File: config.mk
export PLATFORM = sky130hd
export DESIGN_NAME = dfs_supervisor
export DESIGN_NICKNAME = d
export VERILOG_FILES = /design/src/verilog/dfs_pkg.sv /design/src/verilog/dfs_watchdog.sv /design/src/verilog/dfs_supervisor.sv
export SDC_FILE = /design/constraint.sdc
export NUM_CORES = 1
export LEC_CHECK = 0
export BUFFER_PORTS_ARGS = -buffer_cell sky130_fd_sc_hd__buf_2
export CORE_UTILIZATION = 54
export DETAILED_ROUTE_END_ITERATION = 6
export GPL_ROUTABILITY_DRIVEN = 0
export HOLD_SLACK_MARGIN = 0.02
export PLACE_DENSITY = 0.76
export SYNTH_ARGS = -nofsm -noshare
export SYNTH_HDL_FRONTEND = slang
export SYNTH_HIERARCHICAL = 1
export SYNTH_SLANG_ARGS = --single-unit
File: constraint.sdc
create_clock -name sys_clk -period 5.5 [get_ports sys_clk]
set_input_delay 0.825 -clock sys_clk [delete_from_list [all_inputs] [get_ports sys_clk]]
set_output_delay 0.825 -clock sys_clk [all_outputs]
set_load 0.01 [all_outputs]
File: src/verilog/dfs_pkg.sv
// Purpose: Shared constants and types of the driver fault supervisor.
// Assumes: System clock of 20 MHz.
// Notes:   Long counts except the watchdog reset pulse are defaults of top-level parameters.
package dfs_pkg;
    localparam int unsigned CLK_HZ = 20_000_000;

    // Times as figures, then cycles at the system clock.
    localparam int unsigned OPEN_COIL_MS     = 200;
    localparam int unsigned OPEN_COIL_CYCLES = OPEN_COIL_MS * (CLK_HZ / 1000);
    localparam int unsigned WD_UNIT_MS       = 32;
    localparam int unsigned WD_UNIT_CYCLES   = WD_UNIT_MS * (CLK_HZ / 1000);
    localparam int unsigned WD_MIN_US        = 1000;
    localparam int unsigned WD_MIN_CYCLES    = WD_MIN_US * (CLK_HZ / 1_000_000);
    localparam int unsigned PUMP_START_US    = 1000;
    localparam int unsigned PUMP_START_CYCLES = PUMP_START_US * (CLK_HZ / 1_000_000);
    localparam int unsigned POR_HOLD_US      = 1000;
    localparam int unsigned POR_HOLD_CYCLES  = POR_HOLD_US * (CLK_HZ / 1_000_000);
    localparam int unsigned WD_PULSE_US      = 100;
    localparam int unsigned WD_PULSE_CYCLES  = WD_PULSE_US * (CLK_HZ / 1_000_000);

    // Widths.
    localparam int CNT_W  = 24;
    localparam int CUR_W  = 5;
    localparam int BEMF_W = 8;
    localparam int SEL_W  = 4;

    // Register at 00h and its fields.
    localparam logic [4:0] REG_WD_CTRL_ADDR = 5'h00;
    localparam logic [7:0] WD_CTRL_RST      = 8'h00;
    localparam int         WD_ARM_BIT       = 7;
    localparam int         WD_SEL_LSB       = 0;

    // Status register selects and field positions.
    localparam logic [1:0] SR_ZERO = 2'h0;
    localparam logic [1:0] SR_ONE  = 2'h1;
    localparam logic [1:0] SR_TWO  = 2'h2;
    localparam int SR0_TW_BIT   = 0;
    localparam int SR0_PUMP_BIT = 1;
    localparam int SR0_OPEN_LSB = 2;
    localparam int SR0_BOOT_BIT = 4;
    localparam int SR_OVC_LSB   = 0;
    localparam int SR2_TSD_BIT  = 4;
    localparam int PARITY_BIT   = 7;

    // Positions in the synchroniser vector.
    localparam int SY_TW   = 0;
    localparam int SY_TSD  = 1;
    localparam int SY_DFX  = 2;
    localparam int SY_DFY  = 3;
    localparam int SY_PUMP = 4;
    localparam int SY_CS   = 5;
    localparam int SY_OVCX = 6;
    localparam int SY_OVCY = 10;
    localparam int SYNC_W  = 14;

    typedef enum logic [1:0] {
        ST_POR  = 2'b00,
        ST_OFF  = 2'b01,
        ST_RUN  = 2'b10,
        ST_BITE = 2'b11
    } dfs_wd_state_e;
endpackage

File: src/verilog/dfs_watchdog.sv
// Purpose: Power-up reset hold and windowed watchdog driving the reset pin.
// Assumes: Kick strobes come from register writes on the same clock.
// Notes:   Reset pin is open drain; enable low means pulling low.
`timescale 1ns/1ps
module dfs_watchdog #(
    parameter int unsigned POR_CYC  = dfs_pkg::POR_HOLD_CYCLES,
    parameter int unsigned UNIT_CYC = dfs_pkg::WD_UNIT_CYCLES,
    parameter int unsigned MIN_CYC  = dfs_pkg::WD_MIN_CYCLES
) (
    // Clock and reset
    input  wire logic                    sys_clk,
    input  wire logic                    sys_rst,
    // Register write of the control byte
    input  wire logic                    kick,
    input  wire logic                    arm,
    input  wire logic [dfs_pkg::SEL_W-1:0] period_sel,
    // Reset pin and event
    output logic                         reset_out_n_oe_n,
    output logic                         bite
);
    import dfs_pkg::*;

    dfs_wd_state_e      state_q, state_d;
    logic [CNT_W-1:0]   cnt_q, cnt_d, limit;
    logic               expire;

    assign limit  = CNT_W'(UNIT_CYC) * (CNT_W'(period_sel) + 1'b1);
    assign expire = cnt_q >= limit - 1'b1;

    always_comb begin
        state_d = state_q;
        cnt_d   = cnt_q + 1'b1;
        case (state_q)
            ST_POR: begin
                if (cnt_q >= CNT_W'(POR_CYC - 1)) begin
                    state_d = ST_OFF;
                    cnt_d   = '0;
                end
            end
            ST_OFF: begin
                cnt_d = '0;
                if (kick && arm) begin
                    state_d = ST_RUN;
                end
            end
            ST_RUN: begin
                if (kick && !arm) begin
                    state_d = ST_OFF;
                    cnt_d   = '0;
                end else if (kick && cnt_q < CNT_W'(MIN_CYC)) begin
                    state_d = ST_BITE;
                    cnt_d   = '0;
                end else if (kick) begin
                    cnt_d = '0;
                end else if (expire) begin
                    state_d = ST_BITE;
                    cnt_d   = '0;
                end
            end
            ST_BITE: begin
                // The controller reboots, so the watchdog comes back disarmed.
                if (cnt_q >= CNT_W'(WD_PULSE_CYCLES - 1)) begin
                    state_d = ST_OFF;
                    cnt_d   = '0;
                end
            end
            default: begin
                state_d = ST_OFF;
                cnt_d   = '0;
            end
        endcase
    end

    always_ff @(posedge sys_clk or posedge sys_rst) begin
        if (sys_rst) begin
            state_q <= ST_POR;
            cnt_q   <= '0;
        end else begin
            state_q <= state_d;
            cnt_q   <= cnt_d;
        end
    end

    always_ff @(posedge sys_clk or posedge sys_rst) begin
        if (sys_rst) begin
            reset_out_n_oe_n <= 1'b0;
            bite             <= 1'b0;
        end else begin
            reset_out_n_oe_n <= !(state_d == ST_POR || state_d == ST_BITE);
            bite             <= state_q == ST_RUN && state_d == ST_BITE;
        end
    end
endmodule

File: src/verilog/dfs_supervisor.sv
// Purpose: Fault latching, driver disable, back-emf output and reset supervision.
// Assumes: Serial framing is decoded elsewhere and arrives as one-cycle strobes.
// Notes:   Comparator inputs and chip select are asynchronous and synchronised here.
// Behaviour
// - New peak current setting takes effect at the next PWM period start.
// - Back-emf sampled at every coil zero crossing, four per electrical period.
// - Transparent mode follows coil voltage; otherwise hold the end-of-crossing sample.
// - Sampled voltage is divided by two or four per gain select.
// - Thermal warning flag set in status zero above warning threshold.
// - Thermal shutdown sets flag in status two and turns all drivers off.
// - Shutdown flag clears only below warning threshold and on status two read.
// - Over-current latches per-transistor flag and switches drivers off.
// - Drivers stay off until status one or two read clears the flags.
// - Full duty beyond 200 ms sets that coil's open-coil flag.
// - Open-coil timeout keeps the motor current flowing.
// - Pump failure flag set on low pump, held at one during start-up.
// - Fault output low while any warning or fault flag is set.
// - Fault output is open drain, only ever pulling low.
// - Reset output held low for a fixed time after power-up.
// - Writing the arm bit starts the watchdog; rewrites restart its timer.
// - Too early or missing refresh pulses the reset output.
// - Boot-cause bit tells a watchdog reset from a cold start.
// - Four-bit field in register 00h selects the watchdog interval.
// - Watchdog timeout is 32 ms times field value plus one.
// - Flags except boot cause, and fault output, change only while chip select is high; reads clear.
`timescale 1ns/1ps
module dfs_supervisor #(
    parameter int unsigned OPEN_CYC  = dfs_pkg::OPEN_COIL_CYCLES,
    parameter int unsigned PUMP_CYC  = dfs_pkg::PUMP_START_CYCLES,
    parameter int unsigned POR_CYC   = dfs_pkg::POR_HOLD_CYCLES,
    parameter int unsigned UNIT_CYC  = dfs_pkg::WD_UNIT_CYCLES,
    parameter int unsigned MIN_CYC   = dfs_pkg::WD_MIN_CYCLES
) (
    // Clock and reset
    input  wire logic                         sys_clk,
    input  wire logic                         sys_rst,
    // Register access from the serial front end
    input  wire logic                         ctrl_wr_stb,
    input  wire logic [4:0]                   ctrl_wr_addr,
    input  wire logic [7:0]                   ctrl_wr_data,
    output logic      [7:0]                   watchdog_control,
    input  wire logic                         stat_rd_stb,
    input  wire logic [1:0]                   stat_rd_sel,
    output logic      [7:0]                   stat_rd_data,
    // Serial chip select pin
    input  wire logic                         spi_cs_n,
    // Current regulation and back-emf
    input  wire logic [dfs_pkg::CUR_W-1:0]    peak_current_setting,
    input  wire logic                         pwm_period_start,
    output logic      [dfs_pkg::CUR_W-1:0]    peak_current_applied,
    input  wire logic                         coil_x_zero,
    input  wire logic                         coil_y_zero,
    input  wire logic [dfs_pkg::BEMF_W-1:0]   coil_voltage,
    input  wire logic                         back_emf_transparent,
    input  wire logic                         back_emf_gain_select,
    output logic      [dfs_pkg::BEMF_W-1:0]   back_emf_output,
    // Analogue comparators
    input  wire logic                         temp_warn_cmp,
    input  wire logic                         temp_shut_cmp,
    input  wire logic [3:0]                   ovc_x_cmp,
    input  wire logic [3:0]                   ovc_y_cmp,
    input  wire logic                         duty_full_x,
    input  wire logic                         duty_full_y,
    input  wire logic                         pump_low_cmp,
    // Driver control and open-drain pins
    output logic                              drivers_off,
    output logic                              fault_output_n_o,
    output logic                              fault_output_n_oe_n,
    output logic                              reset_out_n_o,
    output logic                              reset_out_n_oe_n
);
    import dfs_pkg::*;

    logic [SYNC_W-1:0] sync1_q, sync_q, sync_raw;
    logic              cs_hi, tw_s, tsd_s, pump_s;
    logic [1:0]        full_s, open_ev, zero_q, zero_now;
    logic [3:0]        ovcx_s, ovcy_s;
    logic              tw_q, tsd_q, pump_q, boot_q, od_level_q;
    logic [1:0]        open_q;
    logic [3:0]        ovcx_q, ovcy_q;
    logic [2:0]        clr_pend_q;
    logic              clr0, clr1, clr2, any_flag, sample_ev, pump_busy;
    logic [CNT_W-1:0]  pump_cnt_q;
    logic [BEMF_W-1:0] held_q, bemf_src;
    logic [7:0]        sr_zero, sr_one, sr_two;
    logic              wd_bite, wd_kick;

    // Only the second stage is read; the first may be metastable.
    assign sync_raw = {ovc_y_cmp, ovc_x_cmp, spi_cs_n, pump_low_cmp,
                       duty_full_y, duty_full_x, temp_shut_cmp, temp_warn_cmp};

    always_ff @(posedge sys_clk or posedge sys_rst) begin
        if (sys_rst) begin
            sync1_q <= '0;
            sync_q  <= '0;
        end else begin
            sync1_q <= sync_raw;
            sync_q  <= sync1_q;
        end
    end

    assign cs_hi  = sync_q[SY_CS];
    assign tw_s   = sync_q[SY_TW];
    assign tsd_s  = sync_q[SY_TSD];
    assign pump_s = sync_q[SY_PUMP];
    assign full_s = sync_q[SY_DFY:SY_DFX];
    assign ovcx_s = sync_q[SY_OVCX+3:SY_OVCX];
    assign ovcy_s = sync_q[SY_OVCY+3:SY_OVCY];

    // Peak current only changes at a period boundary to avoid a torn PWM cycle.
    always_ff @(posedge sys_clk or posedge sys_rst) begin
        if (sys_rst) begin
            peak_current_applied <= '0;
        end else if (pwm_period_start) begin
            peak_current_applied <= peak_current_setting;
        end
    end

    // Back-emf sampling at the end of each zero-current window of either coil.
    assign zero_now  = {coil_y_zero, coil_x_zero};
    assign sample_ev = |(zero_q & ~zero_now);
    assign bemf_src  = back_emf_transparent ? coil_voltage : held_q;

    always_ff @(posedge sys_clk or posedge sys_rst) begin
        if (sys_rst) begin
            zero_q          <= '0;
            held_q          <= '0;
            back_emf_output <= '0;
        end else begin
            zero_q <= zero_now;
            if (sample_ev) begin
                held_q <= coil_voltage;
            end
            back_emf_output <= back_emf_gain_select ? bemf_src >> 2 : bemf_src >> 1;
        end
    end

    // Full-duty timers, one per coil.
    for (genvar c = 0; c < 2; c++) begin : g_coil
        logic [CNT_W-1:0] cnt_q;
        always_ff @(posedge sys_clk or posedge sys_rst) begin
            if (sys_rst) begin
                cnt_q <= '0;
            end else if (!full_s[c]) begin
                cnt_q <= '0;
            end else if (cnt_q != CNT_W'(OPEN_CYC)) begin
                cnt_q <= cnt_q + 1'b1;
            end
        end
        assign open_ev[c] = cnt_q == CNT_W'(OPEN_CYC);
    end

    // Pump start-up window after reset.
    assign pump_busy = pump_cnt_q != '0;

    always_ff @(posedge sys_clk or posedge sys_rst) begin
        if (sys_rst) begin
            pump_cnt_q <= CNT_W'(PUMP_CYC);
        end else if (pump_busy) begin
            pump_cnt_q <= pump_cnt_q - 1'b1;
        end
    end

    // Read clears wait for chip select high, as the flags do.
    always_ff @(posedge sys_clk or posedge sys_rst) begin
        if (sys_rst) begin
            clr_pend_q <= '0;
        end else begin
            if (cs_hi) begin
                clr_pend_q <= '0;
            end
            if (stat_rd_stb && stat_rd_sel != 2'h3) begin
                clr_pend_q[stat_rd_sel] <= 1'b1;
            end
        end
    end

    assign clr0 = clr_pend_q[0] & cs_hi;
    assign clr1 = clr_pend_q[1] & cs_hi;
    assign clr2 = clr_pend_q[2] & cs_hi;

    // A set in the cycle of a clear wins, so no event is lost.
    always_ff @(posedge sys_clk or posedge sys_rst) begin
        if (sys_rst) begin
            tw_q   <= 1'b0;
            tsd_q  <= 1'b0;
            ovcx_q <= '0;
            ovcy_q <= '0;
            open_q <= '0;
            pump_q <= 1'b1;
        end else if (cs_hi) begin
            tw_q   <= tw_s | (tw_q & ~clr0);
            tsd_q  <= tsd_s | (tsd_q & ~(clr2 & ~tw_s));
            ovcx_q <= ovcx_s | (ovcx_q & ~{4{clr1}});
            ovcy_q <= ovcy_s | (ovcy_q & ~{4{clr2}});
            open_q <= open_ev | (open_q & ~{2{clr0}});
            pump_q <= pump_s | pump_busy | (pump_q & ~clr0);
        end
    end

    // Boot cause is set at once so a bite during a transfer is not missed.
    always_ff @(posedge sys_clk or posedge sys_rst) begin
        if (sys_rst) begin
            boot_q <= 1'b0;
        end else begin
            boot_q <= wd_bite | (boot_q & ~clr0);
        end
    end

    // Open-coil flags do not disable drivers, so current keeps flowing.
    always_ff @(posedge sys_clk or posedge sys_rst) begin
        if (sys_rst) begin
            drivers_off <= 1'b0;
        end else begin
            drivers_off <= tsd_q | (|ovcx_q) | (|ovcy_q);
        end
    end

    assign any_flag = tw_q | tsd_q | (|ovcx_q) | (|ovcy_q) | (|open_q) | pump_q;

    always_ff @(posedge sys_clk or posedge sys_rst) begin
        if (sys_rst) begin
            fault_output_n_oe_n <= 1'b0;
            od_level_q          <= 1'b0;
        end else begin
            od_level_q <= 1'b0;
            if (cs_hi) begin
                fault_output_n_oe_n <= ~any_flag;
            end
        end
    end

    assign fault_output_n_o = od_level_q;
    assign reset_out_n_o    = od_level_q;

    // Status images with parity in the top bit.
    function automatic logic [7:0] with_parity(input logic [7:0] v);
        logic [7:0] r;
        r             = v;
        r[PARITY_BIT] = ^v[6:0];
        return r;
    endfunction

    always_comb begin
        sr_zero                                = '0;
        sr_zero[SR0_TW_BIT]                    = tw_q;
        sr_zero[SR0_PUMP_BIT]                  = pump_q;
        sr_zero[SR0_OPEN_LSB+1:SR0_OPEN_LSB]   = open_q;
        sr_zero[SR0_BOOT_BIT]                  = boot_q;
        sr_one                                 = '0;
        sr_one[SR_OVC_LSB+3:SR_OVC_LSB]        = ovcx_q;
        sr_two                                 = '0;
        sr_two[SR_OVC_LSB+3:SR_OVC_LSB]        = ovcy_q;
        sr_two[SR2_TSD_BIT]                    = tsd_q;
    end

    always_ff @(posedge sys_clk or posedge sys_rst) begin
        if (sys_rst) begin
            stat_rd_data <= '0;
        end else if (stat_rd_stb) begin
            case (stat_rd_sel)
                SR_ZERO: stat_rd_data <= with_parity(sr_zero);
                SR_ONE:  stat_rd_data <= with_parity(sr_one);
                SR_TWO:  stat_rd_data <= with_parity(sr_two);
                default: stat_rd_data <= '0;
            endcase
        end
    end

    // Control register 00h.
    assign wd_kick = ctrl_wr_stb && ctrl_wr_addr == REG_WD_CTRL_ADDR;

    always_ff @(posedge sys_clk or posedge sys_rst) begin
        if (sys_rst) begin
            watchdog_control <= WD_CTRL_RST;
        end else if (wd_kick) begin
            watchdog_control <= ctrl_wr_data;
        end
    end

    dfs_watchdog #(
        .POR_CYC  (POR_CYC),
        .UNIT_CYC (UNIT_CYC),
        .MIN_CYC  (MIN_CYC)
    ) u_wd (
        .sys_clk          (sys_clk),
        .sys_rst          (sys_rst),
        .kick             (wd_kick),
        .arm              (ctrl_wr_data[WD_ARM_BIT]),
        .period_sel       (watchdog_control[WD_SEL_LSB+SEL_W-1:WD_SEL_LSB]),
        .reset_out_n_oe_n (reset_out_n_oe_n),
        .bite             (wd_bite)
    );
endmodule

==> results of run 1 <==
[cell families after synthesis]
logic type               share of synthesized area (%)
AO/OA/AOI/OAI                                     6.75
XOR/XNOR                                          9.43
adder cells (fa/ha/maj)                           7.77
buffers and inverters                             3.47
flip-flops                                        47.7
multiplexers                                      3.78
other                                           0.0392
AND/OR/NAND/NOR                                   21.1
[what timing repair did]
| item | CTS | global route |
|---|---|---|
| setup endpoints to repair | 0 | 7 |
| buffers inserted | 0 | 2 |
| gates resized for setup | 0 | 12 |
[metal layers]
metal,wire length (um),vias to the layer above
met5,0,-
met4,225,0
met3,554,17
met2,8860,100
met1,8440,3262
li1,-,3240
[cell type report]
| type | instances | area, um2 | area share [%] |
|---|---|---|---|
| Clock inverter | 15 | 163 | 1.50 |
| Inverter | 56 | 215 | 1.98 |
| Tap cell | 225 | 282 | 2.59 |
| Multi-Input combinational cell | 632 | 4730 | 43.5 |
| Sequential cell | 182 | 4570 | 42.0 |
| Clock buffer | 17 | 425 | 3.91 |
| Timing Repair Buffer | 89 | 485 | 4.47 |
[per-stage QoR]
step                utilization, %  setup WS [ps]
finish                        62.8            279
global route                  62.8          -48.7
CTS                           62.5            115
detailed placement            59.1            147
global placement              59.1            272
floorplan                        -           42.7
[synthesized netlist by cell type (all sizes together), types with 11 or more instances]
cell    count  share of area (%)
nor3       18                1.3
a22o       11                1.0
inv        55                2.2
and2       34                2.2
nand4      25                2.1
nor4       29                2.4
nand2      64                2.5
clkbuf     14               0.55
dfrtp     176                 46
nand3      42                2.2
o21ai      15               0.78
a21oi      22                1.2
nor2b      18                1.2
nor2       73                3.5
ha         53                6.9
mux2       13                1.5
xor2       41                3.8
xnor2      62                5.7
[cell usage in the layout, fill, tap and decap left out, types with 4 or more instances in the layout]
master	n
nand2_1	64
buf_2	78
a21oi_1	22
mux4_2	6
clkbuf_16	17
nor3b_1	4
mux2i_1	8
nor2_2	20
nor3_1	13
nor4_2	5
ha_1	52
and2_1	34
dfrtp_1	173
buf_4	10
inv_1	54
nand4_1	20
a22o_1	11
xor2_1	40
nor4_1	23
and3_1	9
a21o_1	4
nand4_2	4
nor2b_1	18
mux2_2	13
dfstp_2	6
nor2_1	52
or3_1	7
nand3_1	41
clkinv_8	4
o21ai_0	12
fa_1	4
or2_2	4
conb_1	5
nand2b_1	5
xnor2_1	61
[state kept, by name, summed over array words and instances, names as in the netlist, 2 cells and up]
register              flops
open_q                    2
u_wd/state_q              2
ovcx_q                    4
u_wd/cnt_q               24
pump_cnt_q               24
zero_q                    2
clr_pend_q                3
peak_current_applied      5
ovcy_q                    4
watchdog_control          8
stat_rd_data              6
back_emf_output           7
sync1_q                  14
sync_q                   14
held_q                    7
g_coil.cnt_q             48
[worst max-delay path: stages (launching register included)]
cell and delay (ps):
dfrtp_1 480, inv_1 130, xnor2_2 250, fa_1 450
ha_1 320, ha_1 300, ha_1 370, a21oi_1 220
o221ai_1 150, a21oi_1 220, xor2_1 260, nand3_1 120
xnor2_1 150, ha_1 300, nand4_1 120, a211o_1 290
a31o_1 220, a31o_2 210, a31oi_2 170, ha_1 180
inv_1 40, nor2_1 180
[power breakdown]
group | total [mW] | leakage [nW] | switching (mW) | internal, mW
sequential | 1.53 | 2.32 | 0.0920 | 1.43
combinational | 0.958 | 2.57 | 0.549 | 0.409
clock | 1.19 | 0.281 | 0.584 | 0.606
[path summary, 6_finish.rpt]
path / endpoint / slack (ps) / cells after the start
worst max-delay path: u_wd/bite$_DFF_PP0_ / 280 / 21
worst min-delay path: sync_q[8]$_DFF_PP0_ / 350 / 0
worst max register to register: u_wd/bite$_DFF_PP0_ / 280 / 21
worst min register to register: sync_q[8]$_DFF_PP0_ / 350 / 0
max in group asynchronous: watchdog_control[2]$_DFFE_PP0P_ / 3650 / 3
min in group asynchronous: sync1_q[3]$_DFF_PP0_ / 580 / 2
==> flow_summary.ini, run 1 <==
[finish]
fill_cells = 1377
syn_to_final_growth_pct = 13.6
layout-drive-gt1-share_pct = 20.8
fin_cells = 1216
n_antenna_cell = 0
final_nets = 1086
final_area_um2 = 10900

[timing]
tightest_slew_ps = 1050
tns_ps = 0
fin_skew_ps = 10.9
finalSetupViolCount = 0
max_slew_margin_pct = 29.7
finalHoldViolCount = 0
whs_ps = 346
maxSlewViolCount = 0
fmax_ghz = 0.192
finalCritPeriodShare_pct = 94.9
finalCriticalPeriod_ps = 5220

[worst_setup_path]
timing.rr.start = watchdog_control[3]$_DFFE_PP0P_
required_ps = 5840
critPathKind = reg -> reg
crit_fanout = 6
critical_path_arrival_ps = 5560
cp-end-kind = flip-flop
startpoint = watchdog_control[3]$_DFFE_PP0P_
critPathLaunchType = flip-flop

[clock_tree]
hold_buffers = 0
path_clk_slew_ps = 80
cts_tree = done
clkSinkCount = 182
clkLatencyLatePin_ps = 440
cts-root-buf = clkbuf_16
cts_buffers = 17
htreeDepth = 4
clk_path_buf_depth = 2

[global_routing]
grt.busiest_layer = met2
grt_remaining_overflow = 0
grt_pass1_wl_um = 30400
grt_max_degree = 107
grt_pass1_vias = 6519
track_usage_pct = 21.0
use_met2_pct = 34.4
met1_usage_pct = 28.0
gr-usage-met3_pct = 4.43
antenna_found_initial = 0

[synth]
syn_inst = 889
synthArstFlopShare_pct = 100
syn_area_um2 = 9570
yosysUniqueCellTypes = 78
synth-edff-count = 0
yosys_warnings = 6
syn_area_per_cell_um2 = 10.8
ys_seq_area_share_pct = 47.7
ys_ff_latch = 182
synth_flop_cell = dfrtp_1

[routing]
dr_total_vias = 6619
first_pass_iters = 5
drc = 0
wirelength_um = 18100
vias_per_cell = 5.44
routedWlPerCell_um = 14.9
first_iter_violations = 290
ant_nets = 0

[status]
status = completed

[die]
coreArea_um2 = 17300
fp.dieW_um = 135
rows = 48
initial_core_util_pct = 55.3
die_area_um2 = 18300
die_h_um = 135
io_pins = 85

[placed_design]
place_hpwl_um = 12600
placed_cells = 1182
dpl_cell_area_um2 = 10200
portBuffers = 78

[min_path]
hold_class = reg -> reg
hp-start = sync1_q[8]$_DFF_PP0_

[power_and_ir_drop]
vdd_drop_max_v = 0.000336
power.total_mw = 3.68
power_leakage_nw = 5.17
power_density_nw_per_um2 = 338

[job]
drv_cap = 0
No activity file was read; power rests on OpenSTA's default activity.
==> run 2, diff against run 1 <==
CTS_CLUSTER_DIAMETER = 100   (was default)
clock period = 4.3 ns   (was 5.5 ns; I/O delays follow)
==> run 2 against run 1 <==
Against the previous run:
- the run now ends with setup timing left
- critical path type unchanged
- wire length grew 5.8%
- core utilization increased by 2.6 points
- maximum frequency increased by 3.9%
- register-to-register slack worse by 1000 ps
- die area is the same
==> flow_summary.ini, run 2 (synthesis results as in run 1) <==
[clock_tree]
htreeDepth = 4
hold_buffers = 0
clkSinkCount = 182
cts_tree = done
cts_buffers = 17
clkLatencyLatePin_ps = 440
clk_path_buf_depth = 2
path_clk_slew_ps = 70
cts-root-buf = clkbuf_16

[global_routing]
grt_remaining_overflow = 0
grt_pass1_wl_um = 32300
grt_max_degree = 155
antenna_found_initial = 0
track_usage_pct = 22.5
grt_pass1_vias = 6888

[finish]
largest_reg_flops = 48
final_cell_mix = dfrtp_1 (173), buf_2 (78), nand2_1 (64), xnor2_1 (59), inv_1 (52)
layout-drive-gt1-share_pct = 25.5
final_area_um2 = 11300
utilization_pct = 65.5
syn_to_final_growth_pct = 18.3
n_antenna_cell = 0
fill_cells = 1334
multi_input_area_um2 = 4960
register_area_um2 = 4570
regMostFlops = g_coil.cnt_q
reg_top3 = g_coil.cnt_q: 48 flops, pump_cnt_q: 24 flops, u_wd/cnt_q: 24 flops
layout_commonest_cell = dfrtp_1
final_nets = 1113

[timing]
fmax_ghz = 0.199
max_slew_margin_pct = 30.8
tightest_slew_ps = 1040
fin_skew_ps = 11.7
finalSetupViolCount = 27
finalCriticalPeriod_ps = 5020
fin_ws_ps = -724
whs_ps = 318
rsz0062_at_grt = yes
finalHoldViolCount = 0
maxSlewViolCount = 0
finalCritPeriodShare_pct = 117

[power_and_ir_drop]
power_density_nw_per_um2 = 457
vdd_drop_max_v = 0.000443
power_leakage_nw = 5.34

[routing]
dr_total_vias = 6787
ant_nets = 0
first_pass_iters = 6
routedWlPerCell_um = 15.4
vias_per_cell = 5.46
first_iter_violations = 329
drc = 0
wirelength_um = 19100

[die]
io_pins = 85
coreArea_um2 = 17300
fp.dieW_um = 135
die_area_um2 = 18300
rows = 48
initial_core_util_pct = 55.3
die_h_um = 135

[placed_design]
dpl_cell_area_um2 = 10500
pre_cts_ws_ps = -636
place_hpwl_um = 13200
portBuffers = 78

[worst_setup_path]
crit_fanout = 4
critical_path_arrival_ps = 5340
critPathKind = reg -> reg
critPathLaunchType = flip-flop
reg2reg_slack_ps = -720
cp-end-kind = flip-flop
required_ps = 4620

[status]
violations = setup timing
status = complete, but fails checks

[job]
drv_cap = 0

[min_path]
hold_class = in -> reg
[run 2: repair_timing]
action	in CTS	in global routing
resized for setup	12	23
endpoints found under the hold margin	0	0
setup buffers	4	2
setup endpoints to repair	27	27
pin swaps	12	12
[run 2: worst paths after layout]
check                                                 from                         endpoint  cells past startpoint
setup / recovery           watchdog_control[0]$_DFFE_PP0P_  u_wd/reset_out_n_oe_n$_DFF_PP0_                     21
hold / removal                                 duty_full_x             sync1_q[2]$_DFF_PP0_                      1
setup reg to reg           watchdog_control[0]$_DFFE_PP0P_  u_wd/reset_out_n_oe_n$_DFF_PP0_                     21
hold reg to reg                       sync1_q[7]$_DFF_PP0_              sync_q[7]$_DFF_PP0_                      0
max in group asynchronous                          sys_rst  watchdog_control[2]$_DFFE_PP0P_                      3
min in group asynchronous                          sys_rst             sync1_q[3]$_DFF_PP0_                      3
[run 2: metal layers]
layer  track usage [%]  up-vias  routed length [um]
li1                  -     3309                   -
met4              7.93        0                 318
met2              37.4      111                9520
met3              4.50       26                 609
met1              29.1     3341                8680
met5                 0        -                   0
[run 2: area by class of cell]
type / instances / share of cell area (%)
Multi-Input combinational cell: 632 / 43.9
Sequential cell: 182 / 40.3
Timing Repair Buffer: 116 / 6.25
Clock buffer: 18 / 3.79
Tap cell: 225 / 2.49
Inverter: 56 / 1.91
Clock inverter: 14 / 1.38
[run 2: worst max-delay path: stages (launching register included)]
cell and delay [ps]:
dfrtp_2 470, ha_4 210, xor2_4 180, fa_1 490, ha_1 150, inv_1 50, fa_2 520, inv_2 40
ha_4 290, o21ai_1 100, a21oi_2 200, o311ai_4 130, nor2_2 170, nand3_2 90, xnor2_1 150, ha_1 290
nand4_1 170, a211o_1 260, a31o_1 240, a31o_4 240, a31oi_4 150, ha_2 290
[run 2: power breakdown]
group	switching (mW)	total (mW)	leakage, nW	internal [mW]
logic	0.890	1.68	2.74	0.786
clock network	0.719	1.55	0.287	0.828
registers	0.118	1.95	2.32	1.84
[run 2: per-stage QoR]
step | instances | TNS [ps] | power (mW)
2_1_floorplan | 893 | -12440 | 2.93
3_3_place_gp | 1205 | -12850 | 3.33
3_5_place_dp | 1205 | -15560 | 3.36
4_1_cts | 1241 | -14780 | 5.02
5_1_grt | 1243 | -22970 | 5.45
6_report | 1243 | -17360 | 5.18
